File: config.mk
export PLATFORM = sky130hd
export DESIGN_NAME = canmc_ctrl
export DESIGN_NICKNAME = d
export VERILOG_FILES = /design/src/pkg/canmc_pkg.sv /design/src/hdl/canmc_ctrl.sv
export SDC_FILE = /design/constraint.sdc
export NUM_CORES = 1
export LEC_CHECK = 0
export ABC_AREA = 1
export CAP_MARGIN = 20
export CORE_ASPECT_RATIO = 1.75
export CORE_UTILIZATION = 57
export CTS_BUF_LIST = sky130_fd_sc_hd__clkbuf_16
export DETAILED_ROUTE_END_ITERATION = 7
export DONT_BUFFER_PORTS = 1
export PLACE_DENSITY = 0.75
export RECOVER_POWER = 50
export SKIP_CTS_REPAIR_TIMING = 1
export SYNTH_ARGS = -nofsm -noshare
export SYNTH_HDL_FRONTEND = slang
export SYNTH_SLANG_ARGS = --single-unit
export TNS_END_PERCENT = 1
File: constraint.sdc
create_clock -name clk_i -period 1.25 [get_ports clk_i]
set_input_delay 0.0625 -clock clk_i [delete_from_list [all_inputs] [get_ports clk_i]]
set_output_delay 0.0625 -clock clk_i [all_outputs]
set_load 0.05 [all_outputs]
File: src/pkg/canmc_pkg.sv
/*
 * canmc_pkg: register map, field positions, mode codes and timing counts
 * for the CAN mode and control block.
 * Assumes a 32-bit classic Wishbone bus with byte addresses.
 */
package canmc_pkg;

   // register byte offsets
   localparam logic [7:0] CANMC_OFF_MODE  = 8'h00;
   localparam logic [7:0] CANMC_OFF_DCMP  = 8'h04;
   localparam logic [7:0] CANMC_OFF_INTERRUPT_CODE = 8'h08;
   localparam logic [7:0] CANMC_OFF_FIFO  = 8'h0c;
   localparam logic [7:0] CANMC_OFF_WAKE  = 8'h10;

   // mode_control field positions
   localparam int CANMC_B_STOP_IDLE = 13;
   localparam int CANMC_B_ABORT_ALL = 12;
   localparam int CANMC_B_REQ_LO    = 8;
   localparam int CANMC_B_CUR_LO    = 5;
   localparam int CANMC_B_CAPTURE   = 3;
   localparam int CANMC_B_WINDOW    = 0;
   // other field positions
   localparam int CANMC_B_FHIT_LO   = 8;
   localparam int CANMC_B_BCNT_LO   = 13;
   localparam int CANMC_B_WAKE_FILT = 14;

   // mode codes, shared by request and current-mode fields
   localparam logic [2:0] CANMC_MODE_NORMAL  = 3'h0;
   localparam logic [2:0] CANMC_MODE_DISABLE = 3'h1;
   localparam logic [2:0] CANMC_MODE_LOOP    = 3'h2;
   localparam logic [2:0] CANMC_MODE_LISTEN  = 3'h3;
   localparam logic [2:0] CANMC_MODE_CONFIG  = 3'h4;
   localparam logic [2:0] CANMC_MODE_RSVD5   = 3'h5;
   localparam logic [2:0] CANMC_MODE_RSVD6   = 3'h6;
   localparam logic [2:0] CANMC_MODE_LALL    = 3'h7;

   // field limits and reset values
   localparam logic [4:0] CANMC_DCMP_MAX     = 5'h11;
   localparam logic [4:0] CANMC_FHIT_MAX     = 5'h0f;
   localparam logic [6:0] CANMC_INTERRUPT_CODE_NONE   = 7'h40;
   localparam logic [6:0] CANMC_INTERRUPT_CODE_TOP    = 7'h44;
   localparam logic [6:0] CANMC_INTERRUPT_CODE_BUFMAX = 7'h0f;
   localparam logic [2:0] CANMC_BCNT_RSVD    = 3'h7;
   localparam logic [2:0] CANMC_MODE_RESET   = CANMC_MODE_CONFIG;

   // bus idle: consecutive recessive bits
   localparam logic [3:0] CANMC_IDLE_BITS = 4'd11;

   // wake-up low-pass filter: least stable time on the receive line
   localparam int CANMC_CLK_MHZ     = 40;
   localparam int CANMC_WAKE_FILT_NS = 200;
   localparam int CANMC_WAKE_FILT_CYC =
      (CANMC_WAKE_FILT_NS * CANMC_CLK_MHZ + 999) / 1000;

endpackage : canmc_pkg

File: src/hdl/canmc_ctrl.sv
/*
 * canmc_ctrl: operating-mode controller and core control registers of a
 * CAN controller, with a classic Wishbone register slave.
 * Assumes the protocol engine gives a one-cycle sample pulse per bit,
 * reports frame activity, and keeps its own buffers, flags and counters.
 */
// The Wishbone register port and the register addresses were left to the implementer.
module canmc_ctrl
   import canmc_pkg::*;
(
   // clock and reset
   input  wire logic        clk_i,
   input  wire logic        rst_i,
   // wishbone slave
   input  wire logic        cyc_i,
   input  wire logic        stb_i,
   input  wire logic        we_i,
   input  wire logic [7:0]  adr_i,
   input  wire logic [3:0]  sel_i,
   input  wire logic [31:0] dat_i,
   output logic      [31:0] dat_o,
   output logic             ack_o,
   // can pins
   input  wire logic        bus_receive_pin_i,
   output logic             bus_transmit_pin_o,
   output logic             bus_transmit_oe_o,
   output logic             bus_receive_own_o,
   // protocol engine
   input  wire logic        bit_sample_i,
   input  wire logic        eng_tx_i,
   output logic             eng_rx_o,
   input  wire logic        tx_in_progress_i,
   input  wire logic        tx_pending_i,
   input  wire logic        rx_msg_done_i,
   input  wire logic        rx_error_i,
   input  wire logic        all_aborted_i,
   input  wire logic [4:0]  filter_hit_i,
   input  wire logic [6:0]  interrupt_code_i,
   output logic             tx_enable_o,
   output logic             rx_enable_o,
   output logic             ack_err_enable_o,
   output logic             err_count_freeze_o,
   output logic             err_count_clear_o,
   output logic             listen_all_o,
   output logic             keep_partial_o,
   output logic             abort_all_o,
   output logic             start_abort_o,
   output logic             config_unlocked_o,
   // system
   input  wire logic        cpu_idle_i,
   input  wire logic        sleep_i,
   output logic             wake_event_o,
   output logic             capture_event_o,
   output logic             window_select_o,
   output logic [4:0]       data_compare_count_o,
   output logic [5:0]       buffer_count_o,
   output logic [4:0]       fifo_start_o
);
   import canmc_pkg::*;

   localparam int WFW = $clog2(CANMC_WAKE_FILT_CYC + 1);
   localparam logic [WFW-1:0] WAKE_FILT_CNT = WFW'(CANMC_WAKE_FILT_CYC);

   function automatic logic mode_reserved(input logic [2:0] m);
      mode_reserved = (m == CANMC_MODE_RSVD5) || (m == CANMC_MODE_RSVD6);
   endfunction : mode_reserved

   function automatic logic [15:0] merge16(input logic [15:0] old,
                                           input logic [31:0] d,
                                           input logic [3:0]  s);
      merge16 = {s[1] ? d[15:8] : old[15:8], s[0] ? d[7:0] : old[7:0]};
   endfunction : merge16

   function automatic logic [5:0] decode_bcnt(input logic [2:0] c);
      unique case (c)
         3'h0:    decode_bcnt = 6'd4;
         3'h1:    decode_bcnt = 6'd6;
         3'h2:    decode_bcnt = 6'd8;
         3'h3:    decode_bcnt = 6'd12;
         3'h4:    decode_bcnt = 6'd16;
         3'h5:    decode_bcnt = 6'd24;
         default: decode_bcnt = 6'd32;
      endcase
   endfunction : decode_bcnt

   // registers
   logic [2:0]  requested_mode;
   logic [2:0]  current_mode;
   logic        stop_in_idle;
   logic        abort_all;
   logic        capture_link_enable;
   logic        window_select;
   logic        wake_filter_enable;
   logic [4:0]  data_compare_count;
   logic [4:0]  filter_hit;
   logic [6:0]  interrupt_code;
   logic [2:0]  buffer_count;
   logic [4:0]  fifo_start;

   // bus access decode
   logic        wr;
   logic        in_config;
   logic [15:0] wr_mode;
   logic [15:0] wr_dcmp;
   logic [15:0] wr_fifo;
   logic [15:0] wr_wake;

   assign wr        = cyc_i && stb_i && we_i && !ack_o;
   assign in_config = (current_mode == CANMC_MODE_CONFIG);
   assign wr_mode   = merge16({2'b0, stop_in_idle, abort_all, 1'b0, requested_mode,
                               current_mode, 1'b0, capture_link_enable, 2'b0,
                               window_select}, dat_i, sel_i);
   assign wr_dcmp   = merge16({11'b0, data_compare_count}, dat_i, sel_i);
   assign wr_fifo   = merge16({buffer_count, 8'b0, fifo_start}, dat_i, sel_i);
   assign wr_wake   = merge16({1'b0, wake_filter_enable, 14'b0}, dat_i, sel_i);

   // one-wait-state ack, dropped the cycle after
   always_ff @(posedge clk_i) begin
      if (rst_i)
         ack_o <= 1'b0;
      else
         ack_o <= cyc_i && stb_i && !ack_o;
   end

   always_ff @(posedge clk_i) begin
      if (rst_i) begin
         dat_o <= 32'h0;
      end else if (cyc_i && stb_i && !ack_o) begin
         unique case (adr_i)
            CANMC_OFF_MODE:  dat_o <= {16'h0, 2'b0, stop_in_idle, abort_all, 1'b0,
                                       requested_mode, current_mode, 1'b0,
                                       capture_link_enable, 2'b0, window_select};
            CANMC_OFF_DCMP:  dat_o <= {27'h0, data_compare_count};
            CANMC_OFF_INTERRUPT_CODE: dat_o <= {19'h0, filter_hit, 1'b0, interrupt_code};
            CANMC_OFF_FIFO:  dat_o <= {16'h0, buffer_count, 8'h0, fifo_start};
            CANMC_OFF_WAKE:  dat_o <= {17'h0, wake_filter_enable, 14'h0};
            default:         dat_o <= 32'h0;
         endcase
      end
   end

   // mode request field, always writable
   always_ff @(posedge clk_i) begin
      if (rst_i)
         requested_mode <= CANMC_MODE_RESET;
      else if (wr && adr_i == CANMC_OFF_MODE && sel_i[1])
         requested_mode <= wr_mode[CANMC_B_REQ_LO +: 3];
   end

   // control bits of mode_control, locked outside configuration
   always_ff @(posedge clk_i) begin
      if (rst_i) begin
         stop_in_idle        <= 1'b0;
         capture_link_enable <= 1'b0;
         window_select       <= 1'b0;
      end else if (wr && adr_i == CANMC_OFF_MODE && in_config) begin
         stop_in_idle        <= wr_mode[CANMC_B_STOP_IDLE];
         capture_link_enable <= wr_mode[CANMC_B_CAPTURE];
         window_select       <= wr_mode[CANMC_B_WINDOW];
      end
   end

   // abort-all: software set wins over hardware clear
   always_ff @(posedge clk_i) begin
      if (rst_i)
         abort_all <= 1'b0;
      else if (wr && adr_i == CANMC_OFF_MODE && sel_i[1] && wr_mode[CANMC_B_ABORT_ALL])
         abort_all <= 1'b1;
      else if (abort_all && all_aborted_i)
         abort_all <= 1'b0;
   end

   // locked configuration registers
   always_ff @(posedge clk_i) begin
      if (rst_i) begin
         data_compare_count <= 5'h0;
         buffer_count       <= 3'h0;
         fifo_start         <= 5'h0;
         wake_filter_enable <= 1'b0;
      end else if (wr && in_config) begin
         if (adr_i == CANMC_OFF_DCMP && wr_dcmp[4:0] <= CANMC_DCMP_MAX)
            data_compare_count <= wr_dcmp[4:0];
         if (adr_i == CANMC_OFF_FIFO) begin
            if (wr_fifo[CANMC_B_BCNT_LO +: 3] != CANMC_BCNT_RSVD)
               buffer_count <= wr_fifo[CANMC_B_BCNT_LO +: 3];
            fifo_start <= wr_fifo[4:0];
         end
         if (adr_i == CANMC_OFF_WAKE)
            wake_filter_enable <= wr_wake[CANMC_B_WAKE_FILT];
      end
   end

   // interrupt source code and filter hit, reserved codes dropped
   always_ff @(posedge clk_i) begin
      if (rst_i) begin
         filter_hit     <= 5'h0;
         interrupt_code <= CANMC_INTERRUPT_CODE_NONE;
      end else begin
         if (rx_msg_done_i && filter_hit_i <= CANMC_FHIT_MAX)
            filter_hit <= filter_hit_i;
         if (interrupt_code_i <= CANMC_INTERRUPT_CODE_BUFMAX ||
             (interrupt_code_i >= CANMC_INTERRUPT_CODE_NONE && interrupt_code_i <= CANMC_INTERRUPT_CODE_TOP))
            interrupt_code <= interrupt_code_i;
      end
   end

   // bus idle detector on bit samples
   logic [3:0] recessive_run;
   logic       bus_idle;
   logic       rx_line;
   logic       mode_change;

   assign bus_idle = (recessive_run == CANMC_IDLE_BITS);

   always_ff @(posedge clk_i) begin
      if (rst_i)
         recessive_run <= 4'h0;
      else if (mode_change)
         recessive_run <= 4'h0;
      else if (bit_sample_i) begin
         if (!rx_line)
            recessive_run <= 4'h0;
         else if (!bus_idle)
            recessive_run <= recessive_run + 4'h1;
      end
   end

   // mode change handshake
   logic module_active;
   logic change_ok;

   assign module_active = (current_mode != CANMC_MODE_CONFIG) &&
                          (current_mode != CANMC_MODE_DISABLE);
   assign change_ok     = (!module_active || bus_idle) &&
                          !(requested_mode == CANMC_MODE_CONFIG && tx_in_progress_i);
   assign mode_change   = (requested_mode != current_mode) &&
                          !mode_reserved(requested_mode) && change_ok;

   always_ff @(posedge clk_i) begin
      if (rst_i)
         current_mode <= CANMC_MODE_RESET;
      else if (mode_change)
         current_mode <= requested_mode;
   end

   // error counters cleared on configuration entry
   always_ff @(posedge clk_i) begin
      if (rst_i)
         err_count_clear_o <= 1'b0;
      else
         err_count_clear_o <= mode_change && requested_mode == CANMC_MODE_CONFIG;
   end

   // start-of-mode wait: 11 recessive bits before the first frame
   logic start_wait;

   always_ff @(posedge clk_i) begin
      if (rst_i)
         start_wait <= 1'b0;
      else if (mode_change)
         start_wait <= requested_mode == CANMC_MODE_NORMAL ||
                       requested_mode == CANMC_MODE_LOOP;
      else if (bus_idle || start_abort_o)
         start_wait <= 1'b0;
   end

   always_ff @(posedge clk_i) begin
      if (rst_i)
         start_abort_o <= 1'b0;
      else
         start_abort_o <= start_wait && tx_pending_i && !start_abort_o &&
                          requested_mode == CANMC_MODE_DISABLE;
   end

   // wake-up receive filter
   logic [WFW-1:0] filt_cnt;
   logic           rx_filtered;
   logic           rx_filt_prev;

   always_ff @(posedge clk_i) begin
      if (rst_i) begin
         filt_cnt    <= '0;
         rx_filtered <= 1'b1;
      end else if (!(wake_filter_enable && sleep_i)) begin
         filt_cnt    <= '0;
         rx_filtered <= bus_receive_pin_i;
      end else if (bus_receive_pin_i == rx_filtered) begin
         filt_cnt <= '0;
      end else if (filt_cnt == WAKE_FILT_CNT - 1'b1) begin
         filt_cnt    <= '0;
         rx_filtered <= bus_receive_pin_i;
      end else begin
         filt_cnt <= filt_cnt + 1'b1;
      end
   end

   always_ff @(posedge clk_i) begin
      if (rst_i) begin
         rx_filt_prev <= 1'b1;
         wake_event_o <= 1'b0;
      end else begin
         rx_filt_prev <= rx_filtered;
         wake_event_o <= rx_filt_prev && !rx_filtered &&
                         current_mode == CANMC_MODE_DISABLE;
      end
   end

   // mode-dependent engine and pin control
   logic halted;
   logic own_tx_pin;
   logic own_rx_pin;
   logic can_tx;
   logic can_rx;

   assign halted     = stop_in_idle && cpu_idle_i;
   assign own_tx_pin = !halted && (current_mode == CANMC_MODE_NORMAL ||
                                   current_mode == CANMC_MODE_LALL);
   assign own_rx_pin = !halted && (own_tx_pin || current_mode == CANMC_MODE_LISTEN);
   assign can_tx     = !halted && (current_mode == CANMC_MODE_NORMAL ||
                                   current_mode == CANMC_MODE_LOOP);
   assign can_rx     = !halted && (can_tx || current_mode == CANMC_MODE_LISTEN ||
                                   current_mode == CANMC_MODE_LALL);
   assign rx_line    = (current_mode == CANMC_MODE_LOOP) ? eng_tx_i : bus_receive_pin_i;
   assign eng_rx_o   = rx_line;

   always_ff @(posedge clk_i) begin
      if (rst_i) begin
         bus_transmit_pin_o <= 1'b1;
         bus_transmit_oe_o  <= 1'b0;
         bus_receive_own_o  <= 1'b0;
         tx_enable_o        <= 1'b0;
         rx_enable_o        <= 1'b0;
         ack_err_enable_o   <= 1'b0;
         err_count_freeze_o <= 1'b1;
         listen_all_o       <= 1'b0;
      end else begin
         bus_transmit_pin_o <= own_tx_pin ? eng_tx_i : 1'b1;
         bus_transmit_oe_o  <= own_tx_pin;
         bus_receive_own_o  <= own_rx_pin;
         tx_enable_o        <= can_tx;
         rx_enable_o        <= can_rx;
         ack_err_enable_o   <= current_mode == CANMC_MODE_NORMAL && !halted;
         err_count_freeze_o <= current_mode != CANMC_MODE_NORMAL &&
                               current_mode != CANMC_MODE_LOOP;
         listen_all_o       <= current_mode == CANMC_MODE_LALL;
      end
   end

   // event outputs
   always_ff @(posedge clk_i) begin
      if (rst_i) begin
         keep_partial_o  <= 1'b0;
         capture_event_o <= 1'b0;
      end else begin
         keep_partial_o  <= rx_error_i && current_mode == CANMC_MODE_LALL && !halted;
         capture_event_o <= rx_msg_done_i && capture_link_enable;
      end
   end

   assign abort_all_o          = abort_all;
   assign config_unlocked_o    = in_config;
   assign window_select_o      = window_select;
   assign data_compare_count_o = data_compare_count;
   assign buffer_count_o       = decode_bcnt(buffer_count);
   assign fifo_start_o         = fifo_start;

endmodule : canmc_ctrl

==> metrics <==
status finished, violations left; violated checks negative hold slack, negative setup slack; crit path max fanout 3; CP Cell Sequence buf_6 -> inv_4 -> nand3_4 -> o21ai_4 -> buf_6 -> buf_8; die area 6570 µm²; Peak VDD IR 1.15 mV; Worst Path Arrival 1.38 ns; Die Span X ~62 µm; CP Capture Type output pin; drt total wl approximately 11,000 µm; Hold Path End filt_cnt[1]$_SDFF_PP0_; Primary FF master, synth dfxtp_1; Final nets 665; Netlist cell types 35; Final Max Slew Viols 0; Post-DRT Antenna Nets 0; clock-pin slew on the worst setup and hold paths 0.06 ns; setup TNS -2.73 ns; Worst Path Required 1.19 ns; final worst slack -0.197 ns; YS warnings 0; Synth Area in Simple Gates between 20 and 30%; share of post-route cells with drive strength above 1 24.6%; I/O Buffers 0; CP Buf/Inv Count 4; number of global-route vias before repair ~3,300; final critical-path required period about 1.4 ns; Critical Path Most Common Cell buf_6; area grow syn2layout 35.6%; Initial DRC Count between 200 and 250; Ports 137; dpl cells approximately 620; Max transition margin 53.2%; Rows 37; CP max stage cell dfxtp_2; CTS root buf clkbuf_16; critical path class reg -> out; async set or reset register ratio after synthesis 0%; max_cap viols 0; cell count after synthesis 485; R2R Path End start_wait$_SDFFE_PP0P_; Via Count 3,662; Fmax a little under 0.7 GHz; Worst path max stage delay 0.34 ns; GR Overflow Total 0; initial antenna violation count 0; Die Y 107 µm; GRT Total Usage 29.0%; XOR/XNOR Fraction of Synth Area ~1.7%; hold crit path type in -> reg; # setup viols final 34; hold_sp bus_receive_pin_i; Post-Synth Adder-Cell Area 0.703%; cts bufs inserted 9; mux cell area share after synthesis less than 1%; sequential-to-total area share from yosys stat between 40 and 50%; Lkg Pwr 2.05 nW; H-Tree Level Count 3; CTS Buffer Depth 2; Final Hold Vio Count 4; delay-heaviest family, CP buffers and inverters; first-pass GRT wire length between 10,000 and 15,000 µm; Worst Skew 0.00700 ns; largest net degree at the start of global routing 31; CTS tree yes; CP startpoint kind register; GPL Wtd Cong ~0.86; worst reg2reg setup slack -0.14 ns; RSZ-0062 raised after global routing true; Diodes inserted 0; slew at the pin closest to its max-slew limit ~0.7 ns; Initial Utilization 60.0%; dpl hpwl 6750 µm; worst hold slack -0.0224 ns; Final Non-Filler Cells 675; worst reg2reg path depth 8; pwr/cell area ~1600 nW/µm²; Core Area 5930 µm²; final worst path period share 116%; count of state elements after synthesis between 70 and 80; Avg Inst Size Synth 7.33 µm²; drc violations 0; CTS Sinks 77; Synth Area in Compound Gates between 10 and 15%; worst skew pair latency about 0.34 ns; detailed-router iteration count before antenna repair 5; Via-to-Cell Ratio 5.43; largest family of logic cells by synthesized area simple AND/OR/NAND/NOR gates; routed len/inst 15.8 µm; worst r2r src recessive_run[1]$_SDFFE_PP0P_; EDFF count, synth 0; Syn Std Cell Area 3560 µm²; Worst Hold Depth 3
## metal layers
metal	up-vias	GRT usage (%)	share of wire, %
met1	1698	28.2	33
li1	1762	-	-
met2	159	52.2	56
met4	0	16.7	4.3
met5	-	0	0
met3	43	6.81	6.0
## stage by stage
| stage | utilization, % | cell area, µm² | hold slack (ns) | setup slack, ns | total power [mW] |
|---|---|---|---|---|---|
| finish | 81.4 | 4820 | -0.0224 | -0.197 | 7.76 |
| global route | 81.4 | 4820 | 0.00547 | -0.252 | 8.07 |
| CTS | 74.2 | 4390 | -0.215 | -0.304 | 7.27 |
| detailed placement | 69.0 | 4090 | 0.137 | -0.165 | 4.60 |
| global placement | 69.0 | 4090 | 0.137 | -0.0875 | 4.56 |
| floorplan | - | 3620 | 0.179 | -0.336 | 4.05 |
## layout by cell type, fill, tap and decap left out, types with 2 or more instances in the layout
cell type and n:
nand2_1 77, dfxtp_1 73, nor2_1 59, inv_1 46, a21oi_1 37, buf_4 37
nand3_1 34, dlygate4sd3_1 32, clkbuf_2 30, o21ai_1 23, o21ai_0 20, conb_1 17
clkbuf_16 9, inv_2 8, nand2_2 8, buf_6 8, nand3_4 6, nand3_2 5
nand4_1 5, o21ai_2 4, nor2_2 4, clkinv_1 4, nor2_4 4, o211ai_1 4
xor2_1 4, o22ai_1 4, dfxtp_2 4, nor3_1 3, xnor2_1 3, clkinv_2 3
nor3_2 2, nor3b_1 2, bufinv_16 2, buf_8 2
## flip-flops by register name, summed over array words and instances, names as in the netlist, 3 cells and up
signal / cells
dat_o: 16
interrupt_code: 7
data_compare_count_o: 5
fifo_start_o: 5
filter_hit: 5
filt_cnt: 4
recessive_run: 4
buffer_count: 3
current_mode: 3
requested_mode: 3
## power by group
group / switching (mW) / internal, mW
sequential: 0.358 / 2.63
combinational: 1.21 / 0.835
clock: 1.00 / 1.72
## Yosys cell counts (2+ instances only)
cell type	instances	share of area (%)
clkbuf_1	7	0.74
o22ai_1	5	0.88
nand2_1	80	8.4
nor2_4	4	1.3
o211ai_1	4	0.84
inv_1	47	5.0
xor2_1	4	0.98
nand3_2	7	2.0
nor3b_1	3	0.63
nand2_2	5	0.88
buf_2	3	0.42
buf_4	19	4.0
o21ai_0	40	5.6
dfxtp_1	77	43
nand3_1	37	5.2
xnor2_1	3	0.74
clkinv_1	3	0.32
nor3_1	4	0.56
a21oi_1	38	5.3
nor2_2	3	0.53
o21ai_2	2	0.49
inv_2	8	0.84
o21ai_1	6	0.84
ha_1	2	0.70
nor2_1	60	6.3
nand4_1	5	0.88
## final cells by class
type | instances | area (µm²)
Sequential cell | 77 | 1550
Inverter | 59 | 234
Fill cell | 402 | 1100
Clock buffer | 9 | 225
Tap cell | 78 | 97.6
Clock inverter | 7 | 81.3
Timing Repair Buffer | 110 | 872
Multi-Input combinational cell | 335 | 1770
## how the worst max path moves through the flow
| stage | from | end | slack [ns] | depth (start not counted) |
|---|---|---|---|---|
| 2_1_floorplan | current_mode[2]$_SDFFE_PP1P_ | recessive_run[0]$_SDFFE_PP0P_ | -0.34 | 9 |
| 3_3_place_gp | recessive_run[0]$_SDFFE_PP0P_ | current_mode[0]$_SDFFE_PP0P_ | -0.09 | 8 |
| 3_5_place_dp | recessive_run[1]$_SDFFE_PP0P_ | current_mode[0]$_SDFFE_PP0P_ | -0.17 | 8 |
| 4_1_cts | current_mode[2]$_SDFFE_PP1P_ | eng_rx_o | -0.30 | 6 |
| 5_1_grt | rst_i | wake_event_o$_SDFF_PP0_ | -0.25 | 4 |
| 6_report | current_mode[0]$_SDFFE_PP0P_ | eng_rx_o | -0.20 | 6 |
## kinds of logic after synthesis
logic type,Yosys count
compound gates,96
xor+xnor,7
fa+ha+maj,2
buf+inv,89
flops,77
mux,1
other cells,1
simple gates,212
## tightest hold or removal path, stage by stage
cell,delay [ns]
xor2_1,0.05
nand3_2,0.11
nor2_1,0.05
Note: power is estimated with default switching activity, not from simulation.
